--- config.mk ---
export PLATFORM = sky130hd
export DESIGN_NAME = ltc_core
export DESIGN_NICKNAME = d
export VERILOG_FILES = /design/src/ltc_pkg.sv /design/src/ltc_timing.sv /design/src/ltc_core.sv
export VERILOG_INCLUDE_DIRS = /design/src
export SDC_FILE = /design/constraint.sdc
export NUM_CORES = 1
export LEC_CHECK = 0
export BUFFER_PORTS_ARGS = -buffer_cell sky130_fd_sc_hd__clkbuf_2
export CELL_PAD_IN_SITES_DETAIL_PLACEMENT = 0
export CELL_PAD_IN_SITES_GLOBAL_PLACEMENT = 2
export CORE_AREA = 5 5 136 170
export CTS_CLUSTER_SIZE = 28
export DETAILED_ROUTE_END_ITERATION = 8
export DIE_AREA = 0 0 141 175
export PLACE_DENSITY_LB_ADDON = 0.2
export SLEW_MARGIN = 30
export SYNTH_ARGS = -nofsm -noshare
export SYNTH_HDL_FRONTEND = slang
export SYNTH_SLANG_ARGS = --single-unit
--- constraint.sdc ---
create_clock -name core_clk_i -period 2.7 [get_ports core_clk_i]
set_clock_uncertainty 0.15 [all_clocks]
set_input_delay 0.54 -clock core_clk_i [delete_from_list [all_inputs] [get_ports core_clk_i]]
set_output_delay 0.54 -clock core_clk_i [all_outputs]
set_load 0.05 [all_outputs]
--- src/ltc_regs.svh ---
// Overview of operation
// RL1: 16-bit read/write third LED start count in bits 15-0; zero when LED unused.
// RL2: 16-bit read/write third LED end count in bits 15-0; zero when LED unused.
// RL3: 3-bit divider field bits 2-0; codes 0,4,5,6,7 give ratios 1,2,4,8,16.
// RL4: timing clock equals conversion clock divided by selected ratio.
// RL5: software keeps repetition rate above divider minimum and never below 10 Hz.
// RL6: software writes zero to reserved bits 23-16 and 23-3.
// RL7: registers at 36h, 37h, 39h, 3Ah; all clear to zero on reset.
// RL8: offset DAC register holds polarity and 4-bit current code per phase.
// RL9: third LED driven while timing counter lies between start and end counts.
`ifndef LTC_REGS_SVH
`define LTC_REGS_SVH

// register addresses
`define LTC_ADDR_LED3_START   8'h36
`define LTC_ADDR_LED3_END     8'h37
`define LTC_ADDR_CLK_DIV      8'h39
`define LTC_ADDR_OFFSET_DAC   8'h3a

// field layout
`define LTC_COUNT_MSB         15
`define LTC_DIV_MSB           2
`define LTC_DAC_MSB           19
`define LTC_RESET_VALUE       24'h00_0000
`define LTC_READ_ZERO         24'h00_0000

// divider codes
`define LTC_DIV_CODE_BY2      3'h4
`define LTC_DIV_CODE_BY4      3'h5
`define LTC_DIV_CODE_BY8      3'h6
`define LTC_DIV_CODE_BY16     3'h7
`define LTC_RATIO_1           5'h01
`define LTC_RATIO_2           5'h02
`define LTC_RATIO_4           5'h04
`define LTC_RATIO_8           5'h08
`define LTC_RATIO_16          5'h10

// clock rates
`define LTC_CORE_CLK_KHZ      125000
`define LTC_CONV_CLK_KHZ      4000

// serial port framing
`define LTC_BITS_PER_BYTE     3'h7
`define LTC_LAST_BYTE         2'h2

`endif

--- src/ltc_pkg.sv ---
package ltc_pkg;

   typedef struct packed {
      logic       pol_phase_b;
      logic [3:0] cur_phase_b;
      logic       pol_dark_a;
      logic [3:0] cur_dark_a;
      logic       pol_phase_a;
      logic [3:0] cur_phase_a;
      logic       pol_dark_b;
      logic [3:0] cur_dark_b;
   } ltc_offset_dac_s;

   typedef struct packed {
      logic [15:0] third_led_start_count;
      logic [15:0] third_led_end_count;
      logic [2:0]  timing_clock_div_sel;
   } ltc_timing_cfg_s;

   typedef enum logic [3:0] {
      ST_IDLE,
      ST_DEV_ADDR,
      ST_ACK_ADDR,
      ST_REG_ADDR,
      ST_ACK_REG,
      ST_WDATA,
      ST_ACK_WDATA,
      ST_RDATA,
      ST_RACK
   } ltc_port_state_e;

endpackage

--- src/ltc_timing.sv ---
`timescale 1ns/100ps
`include "ltc_regs.svh"

module ltc_timing #(
   parameter int CONV_TICK_CYCLES = `LTC_CORE_CLK_KHZ / `LTC_CONV_CLK_KHZ
) (
   // clock and reset
   input  wire logic                     core_clk_i,
   input  wire logic                     reset_i,
   // configuration
   input  wire ltc_pkg::ltc_timing_cfg_s cfg_i,
   // timing engine
   output logic                          timing_tick_o,
   output logic [15:0]                   timing_count_o,
   output logic                          third_led_on_o
);

   generate
      if (CONV_TICK_CYCLES < 1 || CONV_TICK_CYCLES > 65535) begin : g_bad
         $error("conversion tick period out of range");
      end
   endgenerate

   logic [15:0] conv_cnt_q;
   logic        conv_tick;
   logic [4:0]  ratio;
   logic [4:0]  presc_q;

   // reserved codes 1-3 fall back to ratio 1 so the engine never stalls
   always_comb begin
      case (cfg_i.timing_clock_div_sel)
         `LTC_DIV_CODE_BY2:  ratio = `LTC_RATIO_2;  // see RL3
         `LTC_DIV_CODE_BY4:  ratio = `LTC_RATIO_4;
         `LTC_DIV_CODE_BY8:  ratio = `LTC_RATIO_8;
         `LTC_DIV_CODE_BY16: ratio = `LTC_RATIO_16;
         default:            ratio = `LTC_RATIO_1;
      endcase
   end

   assign conv_tick = (conv_cnt_q == 16'(CONV_TICK_CYCLES - 1));

   // conversion clock rate derived from the core clock
   always_ff @(posedge core_clk_i) begin
      if (reset_i || conv_tick) begin
         conv_cnt_q <= '0;
      end else begin
         conv_cnt_q <= conv_cnt_q + 16'h0001;
      end
   end

   // timing tick is one conversion tick in every ratio
   always_ff @(posedge core_clk_i) begin
      if (reset_i) begin
         presc_q       <= '0;
         timing_tick_o <= 1'b0;
      end else begin
         timing_tick_o <= 1'b0;
         if (conv_tick) begin
            if (presc_q >= ratio - `LTC_RATIO_1) begin  // see RL4
               presc_q       <= '0;
               timing_tick_o <= 1'b1;
            end else begin
               presc_q <= presc_q + `LTC_RATIO_1;
            end
         end
      end
   end

   always_ff @(posedge core_clk_i) begin
      if (reset_i) begin
         timing_count_o <= '0;
      end else if (timing_tick_o) begin
         timing_count_o <= timing_count_o + 16'h0001;
      end
   end

   // both counts zero means the third LED is unused
   always_ff @(posedge core_clk_i) begin
      if (reset_i) begin
         third_led_on_o <= 1'b0;
      end else begin
         third_led_on_o <= ((cfg_i.third_led_start_count != '0) ||
                            (cfg_i.third_led_end_count != '0)) &&
                           (timing_count_o >= cfg_i.third_led_start_count) &&
                           (timing_count_o <= cfg_i.third_led_end_count);  // see RL9
      end
   end

endmodule // ltc_timing

--- src/ltc_core.sv ---
`timescale 1ns/100ps
`include "ltc_regs.svh"

module ltc_core #(
   parameter logic [6:0] DEV_ADDR         = 7'h2a,  // arbitrary value
   parameter int         CONV_TICK_CYCLES = `LTC_CORE_CLK_KHZ / `LTC_CONV_CLK_KHZ
) (
   // clock and reset
   input  wire logic                     core_clk_i,
   input  wire logic                     reset_i,
   // serial host port
   input  wire logic                     scl_i,
   input  wire logic                     sda_i,
   output logic                          sda_o,
   output logic                          sda_oe_o,
   // configuration outputs
   output ltc_pkg::ltc_offset_dac_s      offset_dac_o,
   output ltc_pkg::ltc_timing_cfg_s      timing_cfg_o,
   // timing engine
   output logic                          timing_tick_o,
   output logic [15:0]                   timing_count_o,
   output logic                          third_led_on_o
);

   generate
      if (DEV_ADDR == 7'h00) begin : g_bad_addr
         $error("device address must not be the general call address");
      end
   endgenerate

   ltc_pkg::ltc_port_state_e state_q;
   logic        scl_q;
   logic        sda_q;
   logic        start_det;
   logic        stop_det;
   logic        scl_rise;
   logic        scl_fall;
   logic [2:0]  bit_cnt_q;
   logic [7:0]  shift_q;
   logic [7:0]  byte_in;
   logic [7:0]  rshift_q;
   logic [1:0]  byte_idx_q;
   logic [7:0]  reg_addr_q;
   logic [15:0] wbuf_q;
   logic        wr_stb_q;
   logic [23:0] wr_data_q;
   logic [23:0] rd_word;
   logic [7:0]  rd_byte;

   // pins are synchronous, so one stage of history gives the edges
   always_ff @(posedge core_clk_i) begin
      if (reset_i) begin
         scl_q <= 1'b1;
         sda_q <= 1'b1;
      end else begin
         scl_q <= scl_i;
         sda_q <= sda_i;
      end
   end

   assign start_det = scl_i && scl_q && sda_q && !sda_i;
   assign stop_det  = scl_i && scl_q && !sda_q && sda_i;
   assign scl_rise  = scl_i && !scl_q;
   assign scl_fall  = !scl_i && scl_q;
   assign byte_in   = {shift_q[6:0], sda_i};

   // read view; reserved bits read as zero
   always_comb begin
      if (reg_addr_q == `LTC_ADDR_LED3_START) begin
         rd_word = {8'h00, timing_cfg_o.third_led_start_count};  // see RL1
      end else if (reg_addr_q == `LTC_ADDR_LED3_END) begin
         rd_word = {8'h00, timing_cfg_o.third_led_end_count};  // see RL2
      end else if (reg_addr_q == `LTC_ADDR_CLK_DIV) begin
         rd_word = {21'h00_0000, timing_cfg_o.timing_clock_div_sel};  // see RL3
      end else if (reg_addr_q == `LTC_ADDR_OFFSET_DAC) begin
         rd_word = {4'h0, offset_dac_o};  // see RL8
      end else begin
         rd_word = `LTC_READ_ZERO;
      end
   end

   always_comb begin
      case (byte_idx_q)
         2'h0:    rd_byte = rd_word[23:16];
         2'h1:    rd_byte = rd_word[15:8];
         default: rd_byte = rd_word[7:0];
      endcase
   end

   // serial protocol: address byte, register byte, three data bytes msb first
   always_ff @(posedge core_clk_i) begin
      if (reset_i) begin
         state_q    <= ltc_pkg::ST_IDLE;
         bit_cnt_q  <= '0;
         shift_q    <= '0;
         rshift_q   <= '0;
         byte_idx_q <= '0;
         reg_addr_q <= '0;
         wbuf_q     <= '0;
         wr_stb_q   <= 1'b0;
         wr_data_q  <= '0;
      end else begin
         wr_stb_q <= 1'b0;
         if (start_det) begin
            state_q   <= ltc_pkg::ST_DEV_ADDR;
            bit_cnt_q <= '0;
         end else if (stop_det) begin
            state_q <= ltc_pkg::ST_IDLE;
         end else if (scl_rise) begin
            case (state_q)
               ltc_pkg::ST_DEV_ADDR: begin
                  shift_q   <= byte_in;
                  bit_cnt_q <= bit_cnt_q + 3'h1;
                  if (bit_cnt_q == `LTC_BITS_PER_BYTE) begin
                     state_q <= (shift_q[6:0] == DEV_ADDR) ? ltc_pkg::ST_ACK_ADDR
                                                           : ltc_pkg::ST_IDLE;
                  end
               end
               ltc_pkg::ST_ACK_ADDR: begin
                  bit_cnt_q <= '0;
                  if (shift_q[0]) begin
                     state_q    <= ltc_pkg::ST_RDATA;
                     rshift_q   <= rd_byte;
                     byte_idx_q <= 2'h1;
                  end else begin
                     state_q <= ltc_pkg::ST_REG_ADDR;
                  end
               end
               ltc_pkg::ST_REG_ADDR: begin
                  shift_q   <= byte_in;
                  bit_cnt_q <= bit_cnt_q + 3'h1;
                  if (bit_cnt_q == `LTC_BITS_PER_BYTE) begin
                     reg_addr_q <= byte_in;
                     byte_idx_q <= '0;
                     state_q    <= ltc_pkg::ST_ACK_REG;
                  end
               end
               ltc_pkg::ST_ACK_REG, ltc_pkg::ST_ACK_WDATA: begin
                  bit_cnt_q <= '0;
                  state_q   <= ltc_pkg::ST_WDATA;
               end
               ltc_pkg::ST_WDATA: begin
                  shift_q   <= byte_in;
                  bit_cnt_q <= bit_cnt_q + 3'h1;
                  if (bit_cnt_q == `LTC_BITS_PER_BYTE) begin
                     wbuf_q  <= {wbuf_q[7:0], byte_in};
                     state_q <= ltc_pkg::ST_ACK_WDATA;
                     if (byte_idx_q == `LTC_LAST_BYTE) begin
                        wr_stb_q   <= 1'b1;
                        wr_data_q  <= {wbuf_q, byte_in};
                        byte_idx_q <= '0;
                     end else begin
                        byte_idx_q <= byte_idx_q + 2'h1;
                     end
                  end
               end
               ltc_pkg::ST_RDATA: begin
                  rshift_q  <= {rshift_q[6:0], 1'b0};
                  bit_cnt_q <= bit_cnt_q + 3'h1;
                  if (bit_cnt_q == `LTC_BITS_PER_BYTE) begin
                     state_q <= ltc_pkg::ST_RACK;
                  end
               end
               ltc_pkg::ST_RACK: begin
                  bit_cnt_q <= '0;
                  if (sda_i) begin
                     state_q <= ltc_pkg::ST_IDLE;
                  end else begin
                     state_q    <= ltc_pkg::ST_RDATA;
                     rshift_q   <= rd_byte;
                     byte_idx_q <= (byte_idx_q == `LTC_LAST_BYTE) ? 2'h0
                                                                  : byte_idx_q + 2'h1;
                  end
               end
               default: begin
                  state_q <= ltc_pkg::ST_IDLE;
               end
            endcase
         end
      end
   end

   // open drain: enable pulls the line low, data only changes while scl is low
   always_ff @(posedge core_clk_i) begin
      if (reset_i) begin
         sda_o    <= 1'b0;
         sda_oe_o <= 1'b0;
      end else begin
         sda_o <= 1'b0;
         if (start_det || stop_det) begin
            sda_oe_o <= 1'b0;
         end else if (scl_fall) begin
            case (state_q)
               ltc_pkg::ST_ACK_ADDR,
               ltc_pkg::ST_ACK_REG,
               ltc_pkg::ST_ACK_WDATA: sda_oe_o <= 1'b1;
               ltc_pkg::ST_RDATA:     sda_oe_o <= !rshift_q[7];
               default:               sda_oe_o <= 1'b0;
            endcase
         end
      end
   end

   // reserved upper bits of a write are dropped
   always_ff @(posedge core_clk_i) begin
      if (reset_i) begin
         timing_cfg_o <= '0;  // see RL7
         offset_dac_o <= '0;
      end else if (wr_stb_q) begin
         if (reg_addr_q == `LTC_ADDR_LED3_START) begin
            timing_cfg_o.third_led_start_count <= wr_data_q[`LTC_COUNT_MSB:0];  // see RL1, RL6
         end else if (reg_addr_q == `LTC_ADDR_LED3_END) begin
            timing_cfg_o.third_led_end_count <= wr_data_q[`LTC_COUNT_MSB:0];  // see RL2
         end else if (reg_addr_q == `LTC_ADDR_CLK_DIV) begin
            timing_cfg_o.timing_clock_div_sel <= wr_data_q[`LTC_DIV_MSB:0];  // see RL3
         end else if (reg_addr_q == `LTC_ADDR_OFFSET_DAC) begin
            offset_dac_o <= wr_data_q[`LTC_DAC_MSB:0];  // see RL8
         end
      end
   end

   // the caller must keep the repetition rate legal for the chosen divider (see RL5)
   ltc_timing #(
      .CONV_TICK_CYCLES (CONV_TICK_CYCLES)
   ) u_timing (
      .core_clk_i     (core_clk_i),
      .reset_i        (reset_i),
      .cfg_i          (timing_cfg_o),
      .timing_tick_o  (timing_tick_o),
      .timing_count_o (timing_count_o),
      .third_led_on_o (third_led_on_o)
   );

endmodule // ltc_core

==> results of run 1 <==
-- worst register-to-register path: stages (launching register included) --
cell	delay (ns)
dfxtp_1	0.53
ha_1	0.33
a21oi_1	0.14
o21ai_0	0.13
a221o_1	0.34
a211oi_1	0.19
o21ai_0	0.12
a31oi_1	0.14
-- sequential cells by signal, indices dropped and copies added (netlist names), 2 cells and up --
signal	count
timing_cfg_o	35
offset_dac_o	20
wr_data_q	20
u_timing.conv_cnt_q	16
u_timing.timing_count_o	16
wbuf_q	12
reg_addr_q	8
rshift_q	8
shift_q	7
u_timing.presc_q	5
state_q	4
bit_cnt_q	3
byte_idx_q	2
-- path summary, 6_finish.rpt --
kind | startpoint | to | slack (ns) | cells past startpoint
setup / recovery | u_timing.timing_count_o[7] | u_timing.third_led_on_o | 0.57 | 7
hold / removal | scl_i | scl_q | 0.24 | 2
setup reg to reg | u_timing.timing_count_o[7] | u_timing.third_led_on_o | 0.57 | 7
hold reg to reg | rshift_q[7] | rshift_q[7] | 0.30 | 2
-- power groups by stage --
stage	logic [mW]	registers [mW]	clock network [mW]
after floorplan	0.0898	2.46	0
after global placement	0.122	2.46	0
after detailed placement	0.121	2.46	0
after CTS	0.122	2.41	2.42
after global routing	0.134	2.41	2.51
final	0.120	2.41	2.36
-- area by class of cell --
class / instances / share of cell area [%]
timing repair buffer: 106 / 6.85
multi-input combinational: 732 / 46.4
clock buffer: 20 / 4.85
inverter: 38 / 1.55
clock inverter: 12 / 1.32
sequential: 162 / 35.2
tap: 279 / 3.79
-- routing by layer --
layer | vias to the layer above | share of wire (%) | global-route usage [%]
li1 | 3548 | - | -
met3 | 30 | 3.0 | 3.42
met1 | 3351 | 42 | 23.7
met2 | 111 | 52 | 36.9
met4 | 0 | 2.4 | 6.50
met5 | - | 0 | 0
-- metrics by stage --
| stage | util, % | instance area, um2 | setup slack, ns |
|---|---|---|---|
| 2_1_floorplan | - | 7920 | 0.469 |
| 3_3_place_gp | 40.5 | 8630 | 0.584 |
| 3_5_place_dp | 40.5 | 8630 | 0.562 |
| 4_1_cts | 43.2 | 9200 | 0.550 |
| 5_1_grt | 43.2 | 9200 | 0.333 |
| 6_report | 43.2 | 9200 | 0.572 |
-- placed cells by master, fill, tap and decap left out, types with 3 or more instances in the layout --
cell          n
nand2_1     196
dfxtp_1     162
a21oi_1     120
nor2_1       96
clkbuf_2     76
ha_1         43
inv_1        38
o21ai_0      31
mux2i_1      28
buf_4        28
nand3_1      27
xor2_1       24
nand4_1      20
clkbuf_16    17
nor4_1       11
nand2b_1     10
nor2b_1       9
nor3_1        9
and3_1        8
xnor2_1       7
o22ai_1       7
a211oi_1      7
a22oi_1       5
a21o_1        5
a221o_1       5
and4_1        4
inv_6         4
and2_1        3
o21a_1        3
clkinvlp_4    3
-- logic make-up after synthesis --
group	Yosys count	share of synthesized area (%)
muxes	28	3.54
xor gates and xnor gates	31	3.43
DFF	162	41.0
AOI/OAI and AO/OA	207	15.5
buffers and inverters	96	5.13
other	2	0.0948
and+or+nand+nor	421	24.6
adders and majority gates	43	6.79
==> flow_summary.json, run 1 <==
{
  "ys_ff_latch": 162,
  "status": "completed",
  "fin_crit_ns": 2.13,
  "path_class": "reg -> reg",
  "period_share_pct": 78.8,
  "yosys_warnings": 0,
  "drt-vias-per-instance": 5.22,
  "ctsHoldBuffers": 0,
  "synth_common_cells": "196 x nand2_1, 162 x dfxtp_1, 120 x a21oi_1",
  "async_flop_share_pct": 0,
  "num_antenna_cells": 0,
  "routed_wl_mm": 24.9,
  "worst-path-buf-inv": 0,
  "tns_ns": 0,
  "setup_viol": 0,
  "initial_core_util_pct": 37.1,
  "worstSkewPairLatency_ns": 0.43,
  "ir_worst_vdd_v": 0.000425,
  "crit_arrival_ns": 2.34,
  "synth_area_leaders": "dfxtp_1 41%, nand2_1 9.3%, a21oi_1 7.6%",
  "p_leak_nw": 3.42,
  "instances_no_fill": 1349,
  "dieArea_um2": 24700,
  "rsz0062_at_grt": "no",
  "hold_path_class": "in -> reg",
  "cp_slowest_cell": "dfxtp_1",
  "die_w_um": 141,
  "grt_pass1_wl_mm": 38.9,
  "initialDrtViolationCount": 480,
  "htree_levels": 4,
  "cts_tree": "done",
  "syn_to_final_growth_pct": 16.2,
  "layout.nets": 1104,
  "path_max_fanout": 8,
  "ys_seq_area_share_pct": 41.0,
  "io_buffer_count": 77,
  "cts_buffer_depth": 2,
  "cts_resized": 0,
  "swShare_pct": 23.3,
  "drt_first_pass_iters": 5,
  "io_pins": 79,
  "drive_above_1_share_pct": 13.8,
  "dominantRegCellSynth": "dfxtp_1",
  "synth_area_um2": 7920,
  "drc": 0,
  "cts_setup_buffers": 0,
  "avgSynthCellArea_um2": 8.00,
  "place_inst": 1317,
  "p_per_area_nw_per_um2": 531,
  "grt_max_degree": 54,
  "routabilityCongestion": 0.839,
  "p_switching_mw": 1.14,
  "vias": 7040,
  "max_freq_mhz": 470,
  "cp_common_cell": "o21ai_0",
  "startpoint_type": "flip-flop",
  "cp.required_ns": 2.91,
  "p_int_mw": 3.75,
  "core_area_um2": 21300,
  "synth_edf_count": 0,
  "syn_nets": 1037,
  "timing.final.hold_violations": 0,
  "final-seq-area_um2": 3240,
  "first_global_vias": 6836,
  "slew_headroom_pct": 61.3,
  "root_buffer": "clkbuf_16",
  "grt_overflow": 0,
  "pwr-share-seq_pct": 49.3,
  "die_h_um": 175,
  "total_power_mw": 4.88,
  "rows": 60,
  "post-synth-top-count-cell": "nand2_1",
  "fillers": 2249,
  "hpwl_mm": 18.5,
  "pwr-share-comb_pct": 2.5,
  "holdWs_ns": 0.244,
  "clk_pin_slew_ns": 0.07,
  "antenna_found_initial": 0,
  "path_cells": "ha_1 > a21oi_1 > o21ai_0 > a221o_1 > a211oi_1 > o21ai_0 > a31oi_1",
  "ant_nets": 0,
  "p_clk_share_pct": 48.3,
  "track_usage_pct": 20.2,
  "cp_top_family": "compound AO/OA/AOI/OAI gates",
  "drv_slew": 0,
  "crit_path_end_kind": "flip-flop",
  "synthCells": 990,
  "yosysTopAreaCellShare_pct": 41.0,
  "max_stage_delay_ns": 0.53,
  "wl_per_cell_um": 18.5,
  "cts.sink_count": 162,
  "synth_cell_types": 70,
  "drv_cap": 0,
  "cts_inserted_buffers": 17,
  "yosys.area.top_type": "dfxtp_1",
  "worst_pin_slew_ns": 0.574,
  "multi_input_area_um2": 4270
}
(Power assumes the default switching activity.)
==> run 2: changes to the inputs <==
--- a/config.mk
+++ b/config.mk
@@ -9,10 +9,10 @@
 export BUFFER_PORTS_ARGS = -buffer_cell sky130_fd_sc_hd__clkbuf_2
 export CELL_PAD_IN_SITES_DETAIL_PLACEMENT = 0
 export CELL_PAD_IN_SITES_GLOBAL_PLACEMENT = 2
-export CORE_AREA = 5 5 136 170
+export CORE_AREA = 5 5 147 184
 export CTS_CLUSTER_SIZE = 28
 export DETAILED_ROUTE_END_ITERATION = 8
-export DIE_AREA = 0 0 141 175
+export DIE_AREA = 0 0 152 189
 export PLACE_DENSITY_LB_ADDON = 0.2
 export SLEW_MARGIN = 30
 export SYNTH_ARGS = -nofsm -noshare
==> constraint.sdc (replaced) <==
create_clock -name core_clk_i -period 1.8 [get_ports core_clk_i]
set_clock_uncertainty 0.15 [all_clocks]
set_input_delay 0.36 -clock core_clk_i [delete_from_list [all_inputs] [get_ports core_clk_i]]
set_output_delay 0.36 -clock core_clk_i [all_outputs]
set_load 0.05 [all_outputs]
==> run 2 against run 1 <==
  * Final area is 23% higher
  * Register-to-register slack worse by 0.62 ns
  * The run now ends with setup timing left
  * Critical path depth is 1 higher
==> flow_summary.json, run 2 (synthesized netlist as in run 1, its figures left out) <==
{
  "fin_util_pct": 45.0,
  "drt-vias-per-instance": 4.89,
  "vias": 7600,
  "layout.nets": 1254,
  "path_max_fanout": 4,
  "io_buffer_count": 77,
  "violations": "setup timing",
  "max_stage_delay_ns": 0.48,
  "drive_above_1_share_pct": 37.5,
  "use_met1_pct": 21.4,
  "p_leak_nw": 4.45,
  "io_pins": 79,
  "worst-path-buf-inv": 0,
  "worstHoldPathCells": 3,
  "die_h_um": 189,
  "most-common-layout-cells": "178 x nand2_1, 159 x buf_4, 111 x dfxtp_1",
  "syn_to_final_growth_pct": 42.4,
  "setup_viol": 5,
  "drv_cap": 0,
  "cp_top_family": "simple AND/OR/NAND/NOR gates",
  "fillers": 2629,
  "ff2ff_path_depth": 8,
  "cp_common_cell": "ha_4",
  "drc": 0,
  "max_freq_mhz": 542,
  "routabilityCongestion": 0.894,
  "htree_levels": 4,
  "cts_inserted_buffers": 17,
  "startpoint_type": "flip-flop",
  "cp.required_ns": 2.01,
  "drt_first_pass_iters": 4,
  "routed_wl_mm": 27.6,
  "met3_usage_pct": 3.32,
  "max_flop_register": "timing_cfg_o",
  "hpwl_mm": 20.5,
  "period_share_pct": 103,
  "die_w_um": 152,
  "total_power_mw": 7.30,
  "mostFrequentLayoutCell": "nand2_1",
  "path_class": "reg -> reg",
  "fin_crit_ns": 1.85,
  "status": "finished, violations left",
  "grt_overflow": 0,
  "met2_usage_pct": 33.8,
  "num_antenna_cells": 0,
  "worst_slack_ns": -0.0462,
  "ir_worst_vdd_v": 0.000529,
  "track_usage_pct": 18.7,
  "root_buffer": "clkbuf_16",
  "path_cells": "ha_4 > ha_4 > or2b_1 > a2bb2oi_2 > o22ai_1 > nand2_2 > or4_4 > a21oi_2",
  "ant_nets": 0,
  "grt_max_degree": 61,
  "grt_pass1_wl_mm": 42.3,
  "drv_slew": 0,
  "wl_per_cell_um": 17.8,
  "core_area_um2": 25000,
  "holdWs_ns": 0.130,
  "cts.sink_count": 162,
  "clk_pin_slew_ns": 0.07,
  "biggestRegsByFlops": "timing_cfg_o x35, offset_dac_o x20, wr_data_q x20",
  "worstSkewPairLatency_ns": 0.44,
  "cts_tree": "done",
  "cts_buffer_depth": 2,
  "rsz0062_at_grt": "yes",
  "busiest_layer": "met2",
  "cp_slowest_cell": "or4_4",
  "tns_ns": -0.125,
  "crit_path_end_kind": "flip-flop",
  "timing.final.hold_violations": 0,
  "initialDrtViolationCount": 318,
  "ctsHoldBuffers": 0,
  "antenna_found_initial": 0,
  "first_global_vias": 7537,
  "crit_cells": 8,
  "hold_path_class": "in -> reg",
  "largest_reg_flops": 35,
  "crit_arrival_ns": 2.06,
  "rows": 65,
  "p_per_area_nw_per_um2": 647,
  "reg2reg_slack_ns": -0.05,
  "initial_core_util_pct": 31.6,
  "dieArea_um2": 28700
}
## run 2: final cells by class
cell class	instances	area, um2	area share (%)
clock buffers	17	425	3.77
well taps	335	419	3.72
inverters	38	143	1.26
repair buffers	256	1970	17.5
flip-flops and latches	162	3340	29.6
multi-input cells	732	4860	43.1
clock inverters	15	123	1.09
## run 2: where the power goes
| group | leakage [nW] | switching (mW) | internal (mW) |
|---|---|---|---|
| Combinational | 2.85 | 0.150 | 0.0965 |
| Clock | 0.269 | 1.65 | 1.81 |
| Sequential | 1.33 | 0.0148 | 3.58 |
| Total | 4.45 | 1.81 | 5.48 |
## run 2: worst register-to-register path: stages (launching register included)
cell and delay [ns]:
dfxtp_2 0.35, ha_4 0.14, ha_4 0.14, or2b_1 0.11, a2bb2oi_2 0.05, o22ai_1 0.15, nand2_2 0.09, or4_4 0.48
a21oi_2 0.12
## run 2: through the flow
step / std cells / worst slack (ns) / cell area (um2)
6_report: 1555 / -0.0462 / 11300
5_1_grt: 1555 / -0.104 / 11300
4_1_cts: 1543 / -0.0590 / 10700
3_5_place_dp: 1509 / -0.141 / 9930
3_3_place_gp: 1509 / -0.136 / 9930
2_1_floorplan: 990 / -0.156 / 8000
## run 2: timing repair
action                                  in CTS  in global routing
setup buffers                                3                  8
pin swaps                                   16                 56
endpoints found under the hold margin        0                  0
gates cloned                                 0                  6
endpoints found under the setup margin      61                117
gates resized for setup                     45                134
## run 2: metal layers
metal | vias to the layer above | wire (um)
met4 | 0 | 1130
met2 | 122 | 14400
met3 | 52 | 594
li1 | 3853 | -
met5 | - | 0
met1 | 3573 | 11500
## run 2: worst paths after layout
| check | start | to |
|---|---|---|
| max reg2reg | bit_cnt_q[1] | byte_idx_q[1] |
| min | scl_i | scl_q |
| min reg2reg | rshift_q[3] | rshift_q[3] |
| max | bit_cnt_q[1] | byte_idx_q[1] |
